<file path="src/logic/vout_limit_consts.svh">
/*
  Command codes, field positions, reset values and host register offsets
  shared by the controller end and the host end of the paged limit link.
  Assumes it is included once per file by its bare name.
*/
`ifndef VOUT_LIMIT_CONSTS_SVH
`define VOUT_LIMIT_CONSTS_SVH

// --------------------------------------------------------------------------
// Command codes on the link
// --------------------------------------------------------------------------
`define CMD_PAGE 8'h00
`define CMD_OPERATION 8'h01
`define CMD_CLEAR_FAULTS 8'h03
`define CMD_ALERT_MASK 8'h1B
`define CMD_VOUT_COMMAND 8'h21
`define CMD_OUTPUT_CEILING 8'h24
`define CMD_MARGIN_HIGH 8'h25
`define CMD_MARGIN_LOW 8'h26
`define CMD_OV_THRESHOLD 8'h40
`define CMD_OV_ACTION 8'h41
`define CMD_STATUS_BYTE 8'h78
`define CMD_STATUS_WORD 8'h79
`define CMD_STATUS_VOUT 8'h7A
`define CMD_DAC_RES 8'hDD

// --------------------------------------------------------------------------
// Page codes, fixed values and reset values
// --------------------------------------------------------------------------
`define PAGE_A 8'h00
`define PAGE_B 8'h01
`define PAGE_BOTH 8'hFF
`define OV_ACTION_LATCH 8'h80
`define OV_FINE_CODE 8'hFF
`define OV_OFFSET_DEFAULT 8'h0A
`define CEILING_RESET 8'hFF
`define VOUT_RESET 8'h00
`define OPERATION_RESET 8'h80
`define MASK_RESET 8'h00
`define BYTE_ZERO 8'h00

// --------------------------------------------------------------------------
// Field positions
// --------------------------------------------------------------------------
`define SB_OV_BIT 5
`define SB_OTHER_BIT 0
`define SV_OV_BIT 7
`define SV_MINMAX_BIT 3
`define OP_ON_BIT 7
`define OP_MARGIN_HI 5
`define OP_MARGIN_LO 4
`define MARGIN_HIGH_SEL 2'h2
`define MARGIN_LOW_SEL 2'h1
`define DAC_FINE_BIT 0

// --------------------------------------------------------------------------
// Host register offsets and fields
// --------------------------------------------------------------------------
`define HOST_CMD_ADDR 12'h000
`define HOST_WDATA_ADDR 12'h004
`define HOST_RDATA_ADDR 12'h008
`define HOST_STAT_ADDR 12'h00C
`define CTL_WRITE_BIT 8
`define CTL_WORD_BIT 9
`define STAT_BUSY_BIT 0
`define STAT_ERR_BIT 1
`define STAT_DONE_BIT 2

`endif

</file>
<file path="src/logic/vout_limit_pkg.sv">
/*
  Types shared by both ends of the paged limit link.
  Assumes nothing beyond a SystemVerilog compiler.
*/
package vout_limit_pkg;
  // Host sequencer states.
  typedef enum logic [0:0] {
    HOST_IDLE = 1'b0,
    HOST_WAIT = 1'b1
  } host_state_e;

  // One VID code.
  typedef logic [7:0] vid_t;
endpackage

</file>
<file path="src/logic/limit_link_if.sv">
/*
  Link between the host end and the controller end: one request held as a
  level with its fields, answered by a one-cycle acknowledge with data.
  Assumes both ends run on the same clock.
*/
interface limit_link_if;
  logic req;
  logic write;
  logic word;
  logic [7:0] code;
  logic [15:0] wdata;
  logic ack;
  logic err;
  logic [15:0] rdata;

  modport host (output req, output write, output word, output code, output wdata,
    input ack, input err, input rdata);
  modport device (input req, input write, input word, input code, input wdata,
    output ack, output err, output rdata);
endinterface

</file>
<file path="src/logic/pin_sync.sv">
/*
  Three-stage synchroniser for inputs that come from outside the clock
  domain. The output follows once the second and third stages agree.
  Assumes a clock enable that freezes all state while low.
*/
module pin_sync #(
  parameter int WIDTH = 2
) (
  input wire logic clk,
  input wire logic rst,
  input wire logic ce,
  input wire logic [WIDTH-1:0] pin,
  output logic [WIDTH-1:0] level
);
  logic [WIDTH-1:0] s1_reg;
  logic [WIDTH-1:0] s2_reg;
  logic [WIDTH-1:0] s3_reg;

  // Shift the pin through three stages; only agreeing bits pass on.
  always_ff @(posedge clk or posedge rst) begin
    if (rst) begin
      s1_reg <= '0;
      s2_reg <= '0;
      s3_reg <= '0;
      level <= '0;
    end else if (ce) begin
      s1_reg <= pin;
      s2_reg <= s1_reg;
      s3_reg <= s2_reg;
      level <= (s2_reg & s3_reg) | (level & (s2_reg | s3_reg));
    end
  end
endmodule

</file>
<file path="src/logic/vout_limit_regs.sv">
/*
  Controller end: paged limit registers, ceiling clamp, overvoltage threshold
  readback, fixed latch-off overvoltage action, status and host alert.
  Assumes the host keeps its request steady until acknowledged, and that
  the enable pins and overvoltage comparator outputs are asynchronous.
*/
// The APB register port was left to the implementer.
// How it works
// - Page 00h A, 01h B, FFh both
// - Threshold readback: 8-bit code, upper byte zero
// - Fine resolution forces threshold to FFh
// - Coarse resolution: threshold is ceiling plus offset, capped at FFh
// - One action register shared by both channels
// - Action register read-only, fixed at 80h
// - Overvoltage latches off, sets three status bits
// - Fault or warning raises alert unless masked
// - Host clears latch by enable or ON toggle
// - Requested voltage above ceiling is clamped
// - Check command writes and margin values
// - Ceiling violation is a warning with status
// - Ceiling word access, low byte, upper zero
// - Host reads action register by byte only
`include "vout_limit_consts.svh"
module vout_limit_regs #(
  parameter logic [7:0] OV_OFFSET = `OV_OFFSET_DEFAULT
) (
  input wire logic clk,
  input wire logic rst,
  input wire logic ce,
  limit_link_if.device lk,
  input wire logic [1:0] channel_enable_pins,
  input wire logic [1:0] ov_detect,
  output logic [1:0] channel_on,
  output logic [7:0] target_a,
  output logic [7:0] target_b,
  output logic [7:0] ov_threshold_code_a,
  output logic [7:0] ov_threshold_code_b,
  output logic host_alert_out
);
  logic [1:0] enable_s, ov_s, ov_latch_reg, ov_flag_reg, warn_flag_reg;
  logic [1:0] hits, warn_event, ov_event;
  logic [7:0] page_reg, dac_resolution_select_reg, alert_mask_reg;
  vout_limit_pkg::vid_t operation_reg [2], ceiling_code_reg [2], command_reg [2];
  vout_limit_pkg::vid_t margin_hi_reg [2], margin_lo_reg [2], requested [2], threshold [2];
  logic take, wr, sel_b, rd_err;
  logic [15:0] rd_data;

  // --------------------------------------------------------------------------
  // Helpers and pin synchronisers
  // --------------------------------------------------------------------------
  // Channels addressed by a page code; zero for an unknown page.
  function automatic logic [1:0] page_hits(input logic [7:0] page);
    unique case (page)
      `PAGE_A: page_hits = 2'h1;
      `PAGE_B: page_hits = 2'h2;
      `PAGE_BOTH: page_hits = 2'h3;
      default: page_hits = 2'h0;
    endcase
  endfunction

  // Limits a code to the ceiling.
  function automatic logic [7:0] clamp(input logic [7:0] v, input logic [7:0] ceil);
    clamp = (v > ceil) ? ceil : v;
  endfunction

  // Enable pins and comparator outputs share one synchroniser.
  pin_sync #(.WIDTH(4)) pin_sync_inst (
    .clk(clk),
    .rst(rst),
    .ce(ce),
    .pin({ov_detect, channel_enable_pins}),
    .level({ov_s, enable_s})
  );

  // --------------------------------------------------------------------------
  // Request decode
  // --------------------------------------------------------------------------
  // A request is taken when it stands and no acknowledge is pending.
  assign take = ce & lk.req & ~lk.ack;
  assign wr = take & lk.write & ~rd_err;
  assign hits = page_hits(page_reg);
  assign sel_b = (page_reg == `PAGE_B);

  // Per-channel requested level, threshold and events.
  always_comb begin
    for (int i = 0; i < 2; i++) begin
      unique case (operation_reg[i][`OP_MARGIN_HI:`OP_MARGIN_LO])
        `MARGIN_HIGH_SEL: requested[i] = margin_hi_reg[i];
        `MARGIN_LOW_SEL: requested[i] = margin_lo_reg[i];
        default: requested[i] = command_reg[i];
      endcase
      if (dac_resolution_select_reg[`DAC_FINE_BIT]) begin
        threshold[i] = `OV_FINE_CODE;
      end else if ({1'b0, ceiling_code_reg[i]} + {1'b0, OV_OFFSET} > 9'h0FF) begin
        threshold[i] = `OV_FINE_CODE;
      end else begin
        threshold[i] = ceiling_code_reg[i] + OV_OFFSET;
      end
      // Command writes above the ceiling, or a margin level above it.
      warn_event[i] = (wr & hits[i] & (lk.code == `CMD_VOUT_COMMAND)
        & (lk.wdata[7:0] > ceiling_code_reg[i]))
        | ((operation_reg[i][`OP_MARGIN_HI:`OP_MARGIN_LO] != 2'h0)
        & (requested[i] > ceiling_code_reg[i]));
      ov_event[i] = ov_s[i] & ~ov_latch_reg[i] & channel_on[i];
    end
  end

  // Read multiplexer and access checks.
  always_comb begin
    rd_data = 16'h0000;
    rd_err = 1'b0;
    unique case (lk.code)
      `CMD_PAGE: rd_data = {`BYTE_ZERO, page_reg};
      `CMD_OPERATION: rd_data = {`BYTE_ZERO, operation_reg[sel_b]};
      `CMD_CLEAR_FAULTS: rd_err = ~lk.write;
      `CMD_ALERT_MASK: rd_data = {`BYTE_ZERO, alert_mask_reg};
      `CMD_VOUT_COMMAND: rd_data = {`BYTE_ZERO, command_reg[sel_b]};
      `CMD_OUTPUT_CEILING: begin
        rd_data = {`BYTE_ZERO, ceiling_code_reg[sel_b]};
        rd_err = ~lk.word;
      end
      `CMD_MARGIN_HIGH: rd_data = {`BYTE_ZERO, margin_hi_reg[sel_b]};
      `CMD_MARGIN_LOW: rd_data = {`BYTE_ZERO, margin_lo_reg[sel_b]};
      `CMD_OV_THRESHOLD: begin
        rd_data = {`BYTE_ZERO, threshold[sel_b]};
        rd_err = lk.write | ~lk.word;
      end
      `CMD_OV_ACTION: begin
        rd_data = {`BYTE_ZERO, `OV_ACTION_LATCH};
        rd_err = lk.write | lk.word;
      end
      `CMD_STATUS_BYTE, `CMD_STATUS_WORD: begin
        rd_data[`SB_OV_BIT] = ov_flag_reg[sel_b];
        rd_data[`SB_OTHER_BIT] = warn_flag_reg[sel_b];
        rd_data[15] = (ov_flag_reg[sel_b] | warn_flag_reg[sel_b])
          & (lk.code == `CMD_STATUS_WORD);
      end
      `CMD_STATUS_VOUT: begin
        rd_data[`SV_OV_BIT] = ov_flag_reg[sel_b];
        rd_data[`SV_MINMAX_BIT] = warn_flag_reg[sel_b];
      end
      `CMD_DAC_RES: rd_data = {`BYTE_ZERO, dac_resolution_select_reg};
      default: rd_err = 1'b1;
    endcase
    if (lk.code != `CMD_PAGE && lk.code != `CMD_OV_ACTION && lk.code != `CMD_ALERT_MASK
        && lk.code != `CMD_DAC_RES && hits == 2'h0) begin
      rd_err = 1'b1;
    end
  end

  // One acknowledge cycle per taken request, with data and refusal flag.
  always_ff @(posedge clk or posedge rst) begin
    if (rst) begin
      lk.ack <= 1'b0;
      lk.err <= 1'b0;
      lk.rdata <= 16'h0000;
    end else if (ce) begin
      lk.ack <= take;
      if (take) begin
        lk.err <= rd_err;
        lk.rdata <= lk.write ? 16'h0000 : rd_data;
      end
    end
  end

  // --------------------------------------------------------------------------
  // Shared and paged registers
  // --------------------------------------------------------------------------
  // Page, resolution select and alert mask act on both channels.
  always_ff @(posedge clk or posedge rst) begin
    if (rst) begin
      page_reg <= `PAGE_A;
      dac_resolution_select_reg <= `BYTE_ZERO;
      alert_mask_reg <= `MASK_RESET;
    end else if (wr) begin
      if (lk.code == `CMD_PAGE) page_reg <= lk.wdata[7:0];
      if (lk.code == `CMD_DAC_RES) dac_resolution_select_reg <= lk.wdata[7:0];
      if (lk.code == `CMD_ALERT_MASK) alert_mask_reg <= lk.wdata[7:0];
    end
  end

  // Writes land on every channel that the page addresses.
  always_ff @(posedge clk or posedge rst) begin
    if (rst) begin
      for (int i = 0; i < 2; i++) begin
        operation_reg[i] <= `OPERATION_RESET;
        ceiling_code_reg[i] <= `CEILING_RESET;
        command_reg[i] <= `VOUT_RESET;
        margin_hi_reg[i] <= `VOUT_RESET;
        margin_lo_reg[i] <= `VOUT_RESET;
      end
    end else if (wr) begin
      for (int i = 0; i < 2; i++) begin
        if (hits[i]) begin
          unique case (lk.code)
            `CMD_OPERATION: operation_reg[i] <= lk.wdata[7:0];
            `CMD_OUTPUT_CEILING: ceiling_code_reg[i] <= lk.wdata[7:0];
            `CMD_VOUT_COMMAND: command_reg[i] <= clamp(lk.wdata[7:0],
              ceiling_code_reg[i]);
            `CMD_MARGIN_HIGH: margin_hi_reg[i] <= lk.wdata[7:0];
            `CMD_MARGIN_LOW: margin_lo_reg[i] <= lk.wdata[7:0];
            default: ;
          endcase
        end
      end
    end
  end

  // --------------------------------------------------------------------------
  // Overvoltage latch, status and outputs
  // --------------------------------------------------------------------------
  // Each channel latches off on its own fault; pin or ON low clears it.
  always_ff @(posedge clk or posedge rst) begin
    if (rst) begin
      ov_latch_reg <= 2'h0;
    end else if (ce) begin
      for (int i = 0; i < 2; i++) begin
        if (ov_event[i]) begin
          ov_latch_reg[i] <= 1'b1;
        end else if (~enable_s[i] | ~operation_reg[i][`OP_ON_BIT]) begin
          ov_latch_reg[i] <= 1'b0;
        end
      end
    end
  end

  // Sticky flags; a new event in the clearing cycle wins.
  always_ff @(posedge clk or posedge rst) begin
    if (rst) begin
      ov_flag_reg <= 2'h0;
      warn_flag_reg <= 2'h0;
    end else if (ce) begin
      for (int i = 0; i < 2; i++) begin
        if (ov_event[i]) begin
          ov_flag_reg[i] <= 1'b1;
        end else if (wr & hits[i] & ((lk.code == `CMD_CLEAR_FAULTS)
            | ((lk.code == `CMD_STATUS_VOUT) & lk.wdata[`SV_OV_BIT]))) begin
          ov_flag_reg[i] <= 1'b0;
        end
        if (warn_event[i]) begin
          warn_flag_reg[i] <= 1'b1;
        end else if (wr & hits[i] & ((lk.code == `CMD_CLEAR_FAULTS)
            | ((lk.code == `CMD_STATUS_VOUT) & lk.wdata[`SV_MINMAX_BIT]))) begin
          warn_flag_reg[i] <= 1'b0;
        end
      end
    end
  end

  // Power stage controls, clamped targets, thresholds and alert.
  always_ff @(posedge clk or posedge rst) begin
    if (rst) begin
      channel_on <= 2'h0;
      target_a <= `VOUT_RESET;
      target_b <= `VOUT_RESET;
      ov_threshold_code_a <= `OV_FINE_CODE;
      ov_threshold_code_b <= `OV_FINE_CODE;
      host_alert_out <= 1'b0;
    end else if (ce) begin
      for (int i = 0; i < 2; i++) begin
        channel_on[i] <= enable_s[i] & operation_reg[i][`OP_ON_BIT]
          & ~ov_latch_reg[i] & ~ov_event[i];
      end
      target_a <= clamp(requested[0], ceiling_code_reg[0]);
      target_b <= clamp(requested[1], ceiling_code_reg[1]);
      ov_threshold_code_a <= threshold[0];
      ov_threshold_code_b <= threshold[1];
      host_alert_out <= |((ov_flag_reg & {2{~alert_mask_reg[`SV_OV_BIT]}})
        | (warn_flag_reg & {2{~alert_mask_reg[`SV_MINMAX_BIT]}}));
    end
  end
endmodule
</file>
<file path="src/flat_wrapper.sv">
// flat-port wrapper written by rule: the top's interface ports become plain ports
module vout_limit_regs_flat 
#(
  parameter logic [7:0] OV_OFFSET = `OV_OFFSET_DEFAULT
)
  (clk, rst, ce, channel_enable_pins, ov_detect, channel_on, target_a, target_b, ov_threshold_code_a, ov_threshold_code_b, host_alert_out, lk_req, lk_write, lk_word, lk_code, lk_wdata, lk_ack, lk_err, lk_rdata);
  limit_link_if lk_i ();
  input wire logic clk;
  input wire logic rst;
  input wire logic ce;
  input wire logic [1:0] channel_enable_pins;
  input wire logic [1:0] ov_detect;
  output logic [1:0] channel_on;
  output logic [7:0] target_a;
  output logic [7:0] target_b;
  output logic [7:0] ov_threshold_code_a;
  output logic [7:0] ov_threshold_code_b;
  output logic host_alert_out;
  input wire logic [$bits(lk_i.req)-1:0] lk_req;
  input wire logic [$bits(lk_i.write)-1:0] lk_write;
  input wire logic [$bits(lk_i.word)-1:0] lk_word;
  input wire logic [$bits(lk_i.code)-1:0] lk_code;
  input wire logic [$bits(lk_i.wdata)-1:0] lk_wdata;
  output wire logic [$bits(lk_i.ack)-1:0] lk_ack;
  output wire logic [$bits(lk_i.err)-1:0] lk_err;
  output wire logic [$bits(lk_i.rdata)-1:0] lk_rdata;
  assign lk_i.req = lk_req;
  assign lk_i.write = lk_write;
  assign lk_i.word = lk_word;
  assign lk_i.code = lk_code;
  assign lk_i.wdata = lk_wdata;
  assign lk_ack = lk_i.ack;
  assign lk_err = lk_i.err;
  assign lk_rdata = lk_i.rdata;
  vout_limit_regs #(.OV_OFFSET(OV_OFFSET)) u_core (.clk(clk), .rst(rst), .ce(ce), .lk(lk_i), .channel_enable_pins(channel_enable_pins), .ov_detect(ov_detect), .channel_on(channel_on), .target_a(target_a), .target_b(target_b), .ov_threshold_code_a(ov_threshold_code_a), .ov_threshold_code_b(ov_threshold_code_b), .host_alert_out(host_alert_out));
endmodule
</file>
<file path="config.mk">
export PLATFORM = sky130hd
export DESIGN_NAME = vout_limit_regs_flat
export DESIGN_NICKNAME = d
export VERILOG_FILES = /design/src/logic/vout_limit_pkg.sv /design/src/logic/limit_link_if.sv /design/src/logic/pin_sync.sv /design/src/logic/vout_limit_regs.sv /design/src/flat_wrapper.sv
export VERILOG_INCLUDE_DIRS = /design/src /design/src/logic
export SDC_FILE = /design/constraint.sdc
export NUM_CORES = 1
export LEC_CHECK = 0
export BUFFER_PORTS_ARGS = -buffer_cell sky130_fd_sc_hd__buf_2
export CAP_MARGIN = 20
export CELL_PAD_IN_SITES_DETAIL_PLACEMENT = 0
export CELL_PAD_IN_SITES_GLOBAL_PLACEMENT = 2
export CORE_MARGIN = 5
export CORE_UTILIZATION = 25
export DETAILED_ROUTE_END_ITERATION = 10
export PLACE_DENSITY = 0.64
export SLEW_MARGIN = 20
export SYNTH_ARGS = -nofsm -noshare
export SYNTH_HDL_FRONTEND = slang
export SYNTH_HIERARCHICAL = 1
export SYNTH_SLANG_ARGS = --single-unit
</file>
<file path="constraint.sdc">
create_clock -name clk -period 7.41 [get_ports clk]
set_input_delay 0.3705 -clock clk [delete_from_list [all_inputs] [get_ports clk]]
set_output_delay 0.3705 -clock clk [all_outputs]
set_load 0.01 [all_outputs]
</file>
==> results of run 1 <==
==> metrics by stage <==
stage	total power, mW	cell area, um^2	util	worst slack [ns]	hold WS (ns)
floorplan	1.148	10200	-	2.889	0.2842
global placement	1.224	10960	0.2702	3.945	0.4685
detailed placement	1.228	10960	0.2703	3.909	0.4774
CTS	2.209	11580	0.2856	3.894	0.05217
global route	2.271	11580	0.2856	3.632	0.07818
finish	2.177	11580	0.2856	3.800	0.03973
==> final timing paths <==
| check | from | to | slack [ns] | cells after the start |
|---|---|---|---|---|
| worst max-delay path | u_core/page_reg[7]$_DFFE_PP0P_ | u_core/lk.rdata[0]$_DFFE_PP0P_ | 3.80 | 7 |
| worst min-delay path | rst | u_core/pin_sync_inst/s1_reg[1]$_DFFE_PP0P_ | 0.04 | 2 |
| worst max register to register | u_core/page_reg[7]$_DFFE_PP0P_ | u_core/lk.rdata[0]$_DFFE_PP0P_ | 3.80 | 7 |
| worst min register to register | u_core/ov_threshold_code_b[0]$_DFFE_PP1P_ | u_core/ov_threshold_code_b[0]$_DFFE_PP1P_ | 0.49 | 2 |
| max in group asynchronous | rst | u_core/margin_lo_reg[3]$_DFFE_PP0P_ | 6.28 | 3 |
| min in group clk | channel_enable_pins[0] | u_core/pin_sync_inst/s1_reg[0]$_DFFE_PP0P_ | 0.16 | 2 |
==> cells in the mapped netlist, types with 4 or more instances <==
master / instances / area [um^2]
nand3_1: 45 / 225.2
or2_2: 6 / 37.54
dfstp_2: 34 / 893.4
o21ai_1: 6 / 30.03
mux2i_1: 18 / 180.2
o21ai_0: 68 / 340.3
dfrtp_1: 138 / 3453
a221oi_1: 4 / 35.03
nor3_1: 6 / 30.03
o22a_1: 4 / 35.03
a22o_1: 8 / 70.07
clkbuf_1: 44 / 165.2
ha_1: 42 / 525.5
xnor2_1: 6 / 52.55
a222oi_1: 6 / 60.06
buf_4: 9 / 67.56
or4_1: 5 / 37.54
a22oi_1: 20 / 150.1
o22ai_1: 5 / 31.28
buf_6: 5 / 56.30
nand2_1: 56 / 210.2
nand4_1: 17 / 106.4
buf_1: 5 / 18.77
a21oi_1: 54 / 270.3
and2_1: 4 / 25.02
a31oi_1: 49 / 306.5
nor2b_1: 7 / 43.79
a221o_1: 5 / 50.05
mux2_2: 92 / 1036
nor4_1: 7 / 43.79
a2111oi_0: 4 / 35.03
a21o_1: 16 / 120.1
o21a_1: 16 / 120.1
o31ai_1: 4 / 30.03
inv_1: 29 / 108.9
a211oi_1: 5 / 37.54
nor4b_4: 4 / 95.09
and3_1: 4 / 25.02
nor2_1: 99 / 371.6
nand2b_1: 6 / 37.54
==> area by class of cell <==
cell class | count | area [um^2] | area share
Multi-Input combinational cell | 764 | 5416 | 0.4676
Sequential cell | 172 | 4347 | 0.3753
Tap cell | 532 | 665.6 | 0.05747
Clock buffer | 18 | 439.2 | 0.03792
Timing Repair Buffer | 79 | 415.4 | 0.03586
Clock inverter | 14 | 181.4 | 0.01566
Inverter | 30 | 117.6 | 0.01015
==> kinds of logic after synthesis <==
group                      synth area share
xor gates and xnor gates           0.006025
muxes                                0.1228
adders and majority gates           0.05164
AOI/OAI and AO/OA                    0.1937
and+or+nand+nor                      0.1555
buffers and inverters               0.04279
DFF                                  0.4271
other                             0.0003685
==> power breakdown <==
group	switching, mW	leakage (nW)	internal (mW)
logic	0.136	2.48	0.0694
clock network	0.424	0.302	0.547
registers	0.0265	2.20	0.974
total	0.587	4.98	1.59
==> routing by layer <==
metal | global-route usage | vias to the layer above | share of wire
li1 | - | 3910 | -
met5 | 0 | - | 0
met2 | 0.2757 | 215 | 0.48
met4 | 0.05464 | 0 | 0.027
met3 | 0.02845 | 46 | 0.045
met1 | 0.2232 | 4228 | 0.45
==> results.md, run 1 <==
- Status: finished, final reports clean
- Vias in the first global route: 8428
- Die area: 0.04484 mm^2
- Num rows: 74
- CP Cell Sequence: nor4_1 -> nand3_1 -> buf_4 -> mux2_2 -> a221oi_1 -> a31oi_1 -> a211o_1
- RD Place Congestion: roughly 0.85
- Most frequent cells in the layout: 138 x dfrtp_1, 99 x nor2_1, 92 x mux2_2, 71 x buf_2, 68 x o21ai_0
- Die height: 211.8 um
- RSZ-0062 raised after global routing: no
- P&R area growth vs syn: 13.82%
- Post-synth EDFFs: 0
- Crit-path slowest cell: nand3_1
- Startpoint types: register
- Min cycle time layout: 3.610 ns
- Post-Synthesis Cell Area: 0.01018 mm^2
- # Post-CTS Setup Buffers: 0
- WL per Instance: 23.46 um
- CTS-repair resized insts: 0
- CTS clk-pin slew, worst paths: 0.07 ns
- Hold-fix buffers, CTS: 0
- Initial Utilization: 0.2509
- Fmax: 0.2770 GHz
- Layout cell share with drive strength beyond 1: 0.2405
- Maximum net fanout on the critical path: 18
- Critical path's top delay family: simple AND/OR/NAND/NOR gates
- Most common cell after layout, fill and taps aside: dfrtp_1
- Vias per inst: 5.220
- DRT Wirelength: 37.75 mm
- Clock root buffer master: clkbuf_16
- Setup-failing EPs final: 0
- Diodes inserted: 0
- Synth cell types: 79
- Nets: 1140
- Top FF cell, synth: dfrtp_1
- Drt pass-1 iters: 7
- DRT iter0 DRCs: 607
- Clock buffer count from CTS: 17
- Syn Area/Cell: 9.918 um^2
- Total congestion overflow: 0
- Skew-Pair Late Insertion Delay: around 0.44 ns
- Seq cells post-synth: 172
- HPWL Detailed: 27.38 mm
- I/O pins: 87
- Post-Syn Instances: 1026
- Core box area: 0.04055 mm^2
- Actual slew at the worst max-slew pin: ~1.1 ns
- Max Slew Vio Count: 0
- CTS tree: yes
- Asr flop ratio synth: 1.000
- WP data required: slightly below 8 ns
- Worst hold path type: input pin to async pin
- Vias post-DR: 8399
- Die width: 211.8 um
- Crit end category: register
- # DRC: 0
- Final period util: 0.4871
- Largest net degree at the start of global routing: between 70 and 80
- Layout Cells excl Fill: 1609
- Max cap viols: 0
- Data arrival time of the worst path: 3.94 ns
- Clock Skews: 0.009729 ns
- Fillers: around 4300
- Dpl cells: 1577
- Clock sinks: 172
- Max H-tree Level: 4
- LEAKAGE: 4.981 nW
- GRT Total Usage: 0.1670
- P per Cell Area: roughly 190 mW/mm^2
- Clk buf depth: 2
- Rel. slew slack: 0.2882
- Hold Vio Cnt, Final: 0
- Final setup TNS: 0 ns
- VDD IR max: 0.0001500 V
- Antenna violations before repair: 0
- Worst setup path class: register to register
- Bufs and invs on worst path: 1
- Remaining antenna violation count: 0
- Worst path max stage delay: 0.68 ns
- YS warnings: 6
- First-pass GRT wire length: 56.06 mm
- Sequential element share of the synthesized area: 0.4271
- IO buf count: 71
Power figures use the tool's default switching activity.
==> run 2: changes to the inputs <==
==> constraint.sdc (replaced) <==
create_clock -name clk -period 3.6 [get_ports clk]
set_input_delay 0.18 -clock clk [delete_from_list [all_inputs] [get_ports clk]]
set_output_delay 0.18 -clock clk [all_outputs]
set_load 0.01 [all_outputs]
==> run 2 against run 1 <==
Net effect:
- die area did not move
- clock power rose by 97%
- via count up 0.65%
- register-to-register slack worse by 3.4 ns
- first-iteration DRC count grew 4.4%
- flip-flop and latch count did not move
- core utilization increased by 0.38 points
- final cell count is 1.4% higher
- critical path depth grew 4
==> results.md, run 2 (synthesized netlist as in run 1, its figures left out) <==
- P&R area growth vs syn: 15.32% (was 13.82%)
- Hold Vio Cnt, Final: 0 (unchanged)
- RSZ-0062 raised after global routing: no (unchanged)
- Die height: 211.8 um (unchanged)
- Clk buf depth: 2 (unchanged)
- Max Used Layer: met4 (unchanged)
- Max H-tree Level: 4 (unchanged)
- Clock power frac: 0.433 (was 0.446)
- CTS clk-pin slew, worst paths: 0.07 ns (about the same)
- Met3 WL: 1.642 mm (was 1.707 mm)
- Most frequent cells in the layout: 138 x dfrtp_1, 99 x nor2_1, 92 x mux2_2, 70 x buf_2, 68 x o21ai_0 (was 138 x dfrtp_1, 99 x nor2_1, 92 x mux2_2, 71 x buf_2, 68 x o21ai_0)
- First-pass GRT wire length: 56.50 mm (was 56.06 mm)
- Worst setup path class: register to register (unchanged)
- Met2 routed WL: 17.94 mm (was 17.96 mm)
- Largest net degree at the start of global routing: 130 (was 75)
- GRT Total Usage: 0.1679 (was 0.1670)
- Vias per inst: 5.183 (was 5.220)
- Clock Skews: 0.01047 ns (was 0.009729 ns)
- Skew-Pair Late Insertion Delay: 0.44 ns (about the same)
- Vias post-DR: 8454 (was 8399)
- Most common cell after layout, fill and taps aside: dfrtp_1 (unchanged)
- Rel. slew slack: 0.3780 (was 0.2882)
- RR Startpoint: u_core/operation_reg[5]$_DFFE_PP0P_ (was u_core/page_reg[7]$_DFFE_PP0P_)
- Sequential Power Share: 0.468 (was 0.460)
- Maximum net fanout on the critical path: 10 (was 18)
- Hold Crit Depth: 3
- Num rows: 74 (unchanged)
- Nets: 1161 (was 1140)
- Final period util: 0.8876 (was 0.4871)
- FF-to-FF End: u_core/target_b[0]$_DFFE_PP0P_ (was u_core/lk.rdata[0]$_DFFE_PP0P_)
- Remaining antenna violation count: 0 (unchanged)
- CTS tree: yes (unchanged)
- CTS-repair resized insts: 0 (unchanged)
- VDD IR max: 0.0002677 V (was 0.0001500 V)
- Actual slew at the worst max-slew pin: 0.9330 ns (was 1.065 ns)
- Min cycle time layout: 3.195 ns (was 3.610 ns)
- Data arrival time of the worst path: 3.56 ns (was 3.94 ns)
- DRT Wirelength: 37.91 mm (was 37.75 mm)
- Die width: 211.8 um (unchanged)
- # Post-CTS Setup Buffers: 0 (unchanged)
- DRT iter0 DRCs: 634 (was 607)
- Layout cell share with drive strength beyond 1: 0.2486 (was 0.2405)
- Antenna violations before repair: 1 (was 0)
- IO buf count: 71 (unchanged)
- Hold slack: 0.1262 ns (was 0.03973 ns)
- Total congestion overflow: 0 (unchanged)
- Max cap viols: 0 (unchanged)
- WL per Instance: 23.25 um (was 23.46 um)
- Crit path to: u_core/target_b[0]$_DFFE_PP0P_ (was u_core/lk.rdata[0]$_DFFE_PP0P_)
- Comb power frac: 0.099 (was 0.095)
- Worst hold path type: input pin to register (was input pin to async pin)
- Worst Setup SP: u_core/operation_reg[5]$_DFFE_PP0P_ (was u_core/page_reg[7]$_DFFE_PP0P_)
- Core box area: 0.04055 mm^2 (unchanged)
- WP data required: 3.96 ns (was 7.74 ns)
- Vias in the first global route: 8391 (was 8428)
- Clock root buffer master: clkbuf_16 (unchanged)
- Reg2Reg Setup Slack: 0.40 ns (was 3.80 ns)
- Clock sinks: 172 (unchanged)
- Internal power: 3.197 mW (was 1.591 mW)
- DRT met1 WL: 17.37 mm (was 17.06 mm)
- Status: finished, final reports clean (unchanged)
- Fmax: 0.3129 GHz (was 0.2770 GHz)
- # DRC: 0 (unchanged)
- P per Cell Area: 375.1 mW/mm^2 (was 188.0 mW/mm^2)
- RD Place Congestion: 0.8440 (was 0.8505)
- Drt pass-1 iters: 5 (was 7)
- Initial Utilization: 0.2509 (unchanged)
- Switching share of power: 0.2737 (was 0.2694)
- LEAKAGE: 5.065 nW (was 4.981 nW)
- HPWL Detailed: 27.51 mm (was 27.38 mm)
- Net Switching: 1.205 mW (was 0.5866 mW)
- Clock buffer count from CTS: 17 (unchanged)
- Max Slew Vio Count: 0 (unchanged)
- Reg2reg path depth: 11 (was 7)
- Hold-fix buffers, CTS: 5 (was 0)
- Setup-failing EPs final: 0 (unchanged)
- Crit end category: register (unchanged)
- Final setup TNS: 0 ns (unchanged)
- Startpoint types: register (unchanged)
- I/O pins: 87 (unchanged)
- Die area: 0.04484 mm^2 (unchanged)
[run 2: cell count changes in the layout (fill, tap and decap cells not counted), sizes merged]
cell	change
buf	+16
dlygate4sd3	+5
bufinv	-1
clkinv	-1
clkinvlp	+1
diode	+1
inv	+1
[run 2: metrics by stage]
stage | cells | util | setup WS (ns) | instance area (um^2) | total power, mW
2_1_floorplan | 1032 | - | 0.8153 | 10200 | 2.364
3_3_place_gp | 1593 | 0.2736 | 0.4819 | 11100 | 2.525
3_5_place_dp | 1593 | 0.2736 | 0.4664 | 11100 | 2.532
4_1_cts | 1630 | 0.2893 | 0.4370 | 11730 | 4.476
5_1_grt | 1630 | 0.2893 | 0.1193 | 11730 | 4.598
6_report | 1631 | 0.2894 | 0.4045 | 11740 | 4.402
[run 2: how the worst min path moves through the flow]
stage                                                      end         from  slack (ns)
6_report       u_core/dac_resolution_select_reg[0]$_DFFE_PP0P_  lk_wdata[0]        0.13
5_1_grt        u_core/dac_resolution_select_reg[0]$_DFFE_PP0P_  lk_wdata[0]        0.12
4_1_cts        u_core/dac_resolution_select_reg[0]$_DFFE_PP0P_  lk_wdata[0]         0.1
3_5_place_dp                         u_core/lk.err$_DFFE_PP0P_          rst        0.09
3_3_place_gp                         u_core/lk.err$_DFFE_PP0P_          rst        0.09
2_1_floorplan        u_core/pin_sync_inst/level[0]$_DFFE_PP0P_          rst        0.09
[run 2: final cells by class]
type / instances / area (um^2)
Sequential cell: 172 / 4347
Clock buffer: 18 / 429.2
Timing Repair Buffer: 100 / 600.6
Multi-Input combinational cell: 764 / 5416
Fill cell: 4342 / 28820
Antenna cell: 1 / 2.502
Inverter: 30 / 116.4
Tap cell: 532 / 665.6
Clock inverter: 14 / 157.7
[run 2: layer usage]
layer  global-route usage  vias up
met5                    0        -
met4              0.05175        0
met1               0.2297     4236
li1                     -     3955
met2               0.2739      215
met3              0.02667       48
[run 2: worst max-delay path: stages, from the launching register on]
cell	delay [ns]
dfrtp_1	0.41
inv_1	0.10
ha_1	0.39
a22oi_1	0.21
a21oi_1	0.39
ha_1	0.32
nor2b_1	0.13
o21a_1	0.16
o21a_1	0.18
o21a_1	0.28
or3_1	0.38
a31oi_1	0.16
[run 2: power by group through the flow]
stage | Sequential [mW] | Combinational [mW] | Clock [mW]
after floorplan | 2.09 | 0.275 | 0
after global placement | 2.10 | 0.430 | 0
after detailed placement | 2.10 | 0.436 | 0
after CTS | 2.06 | 0.441 | 1.97
after global routing | 2.07 | 0.484 | 2.04
final | 2.06 | 0.435 | 1.91
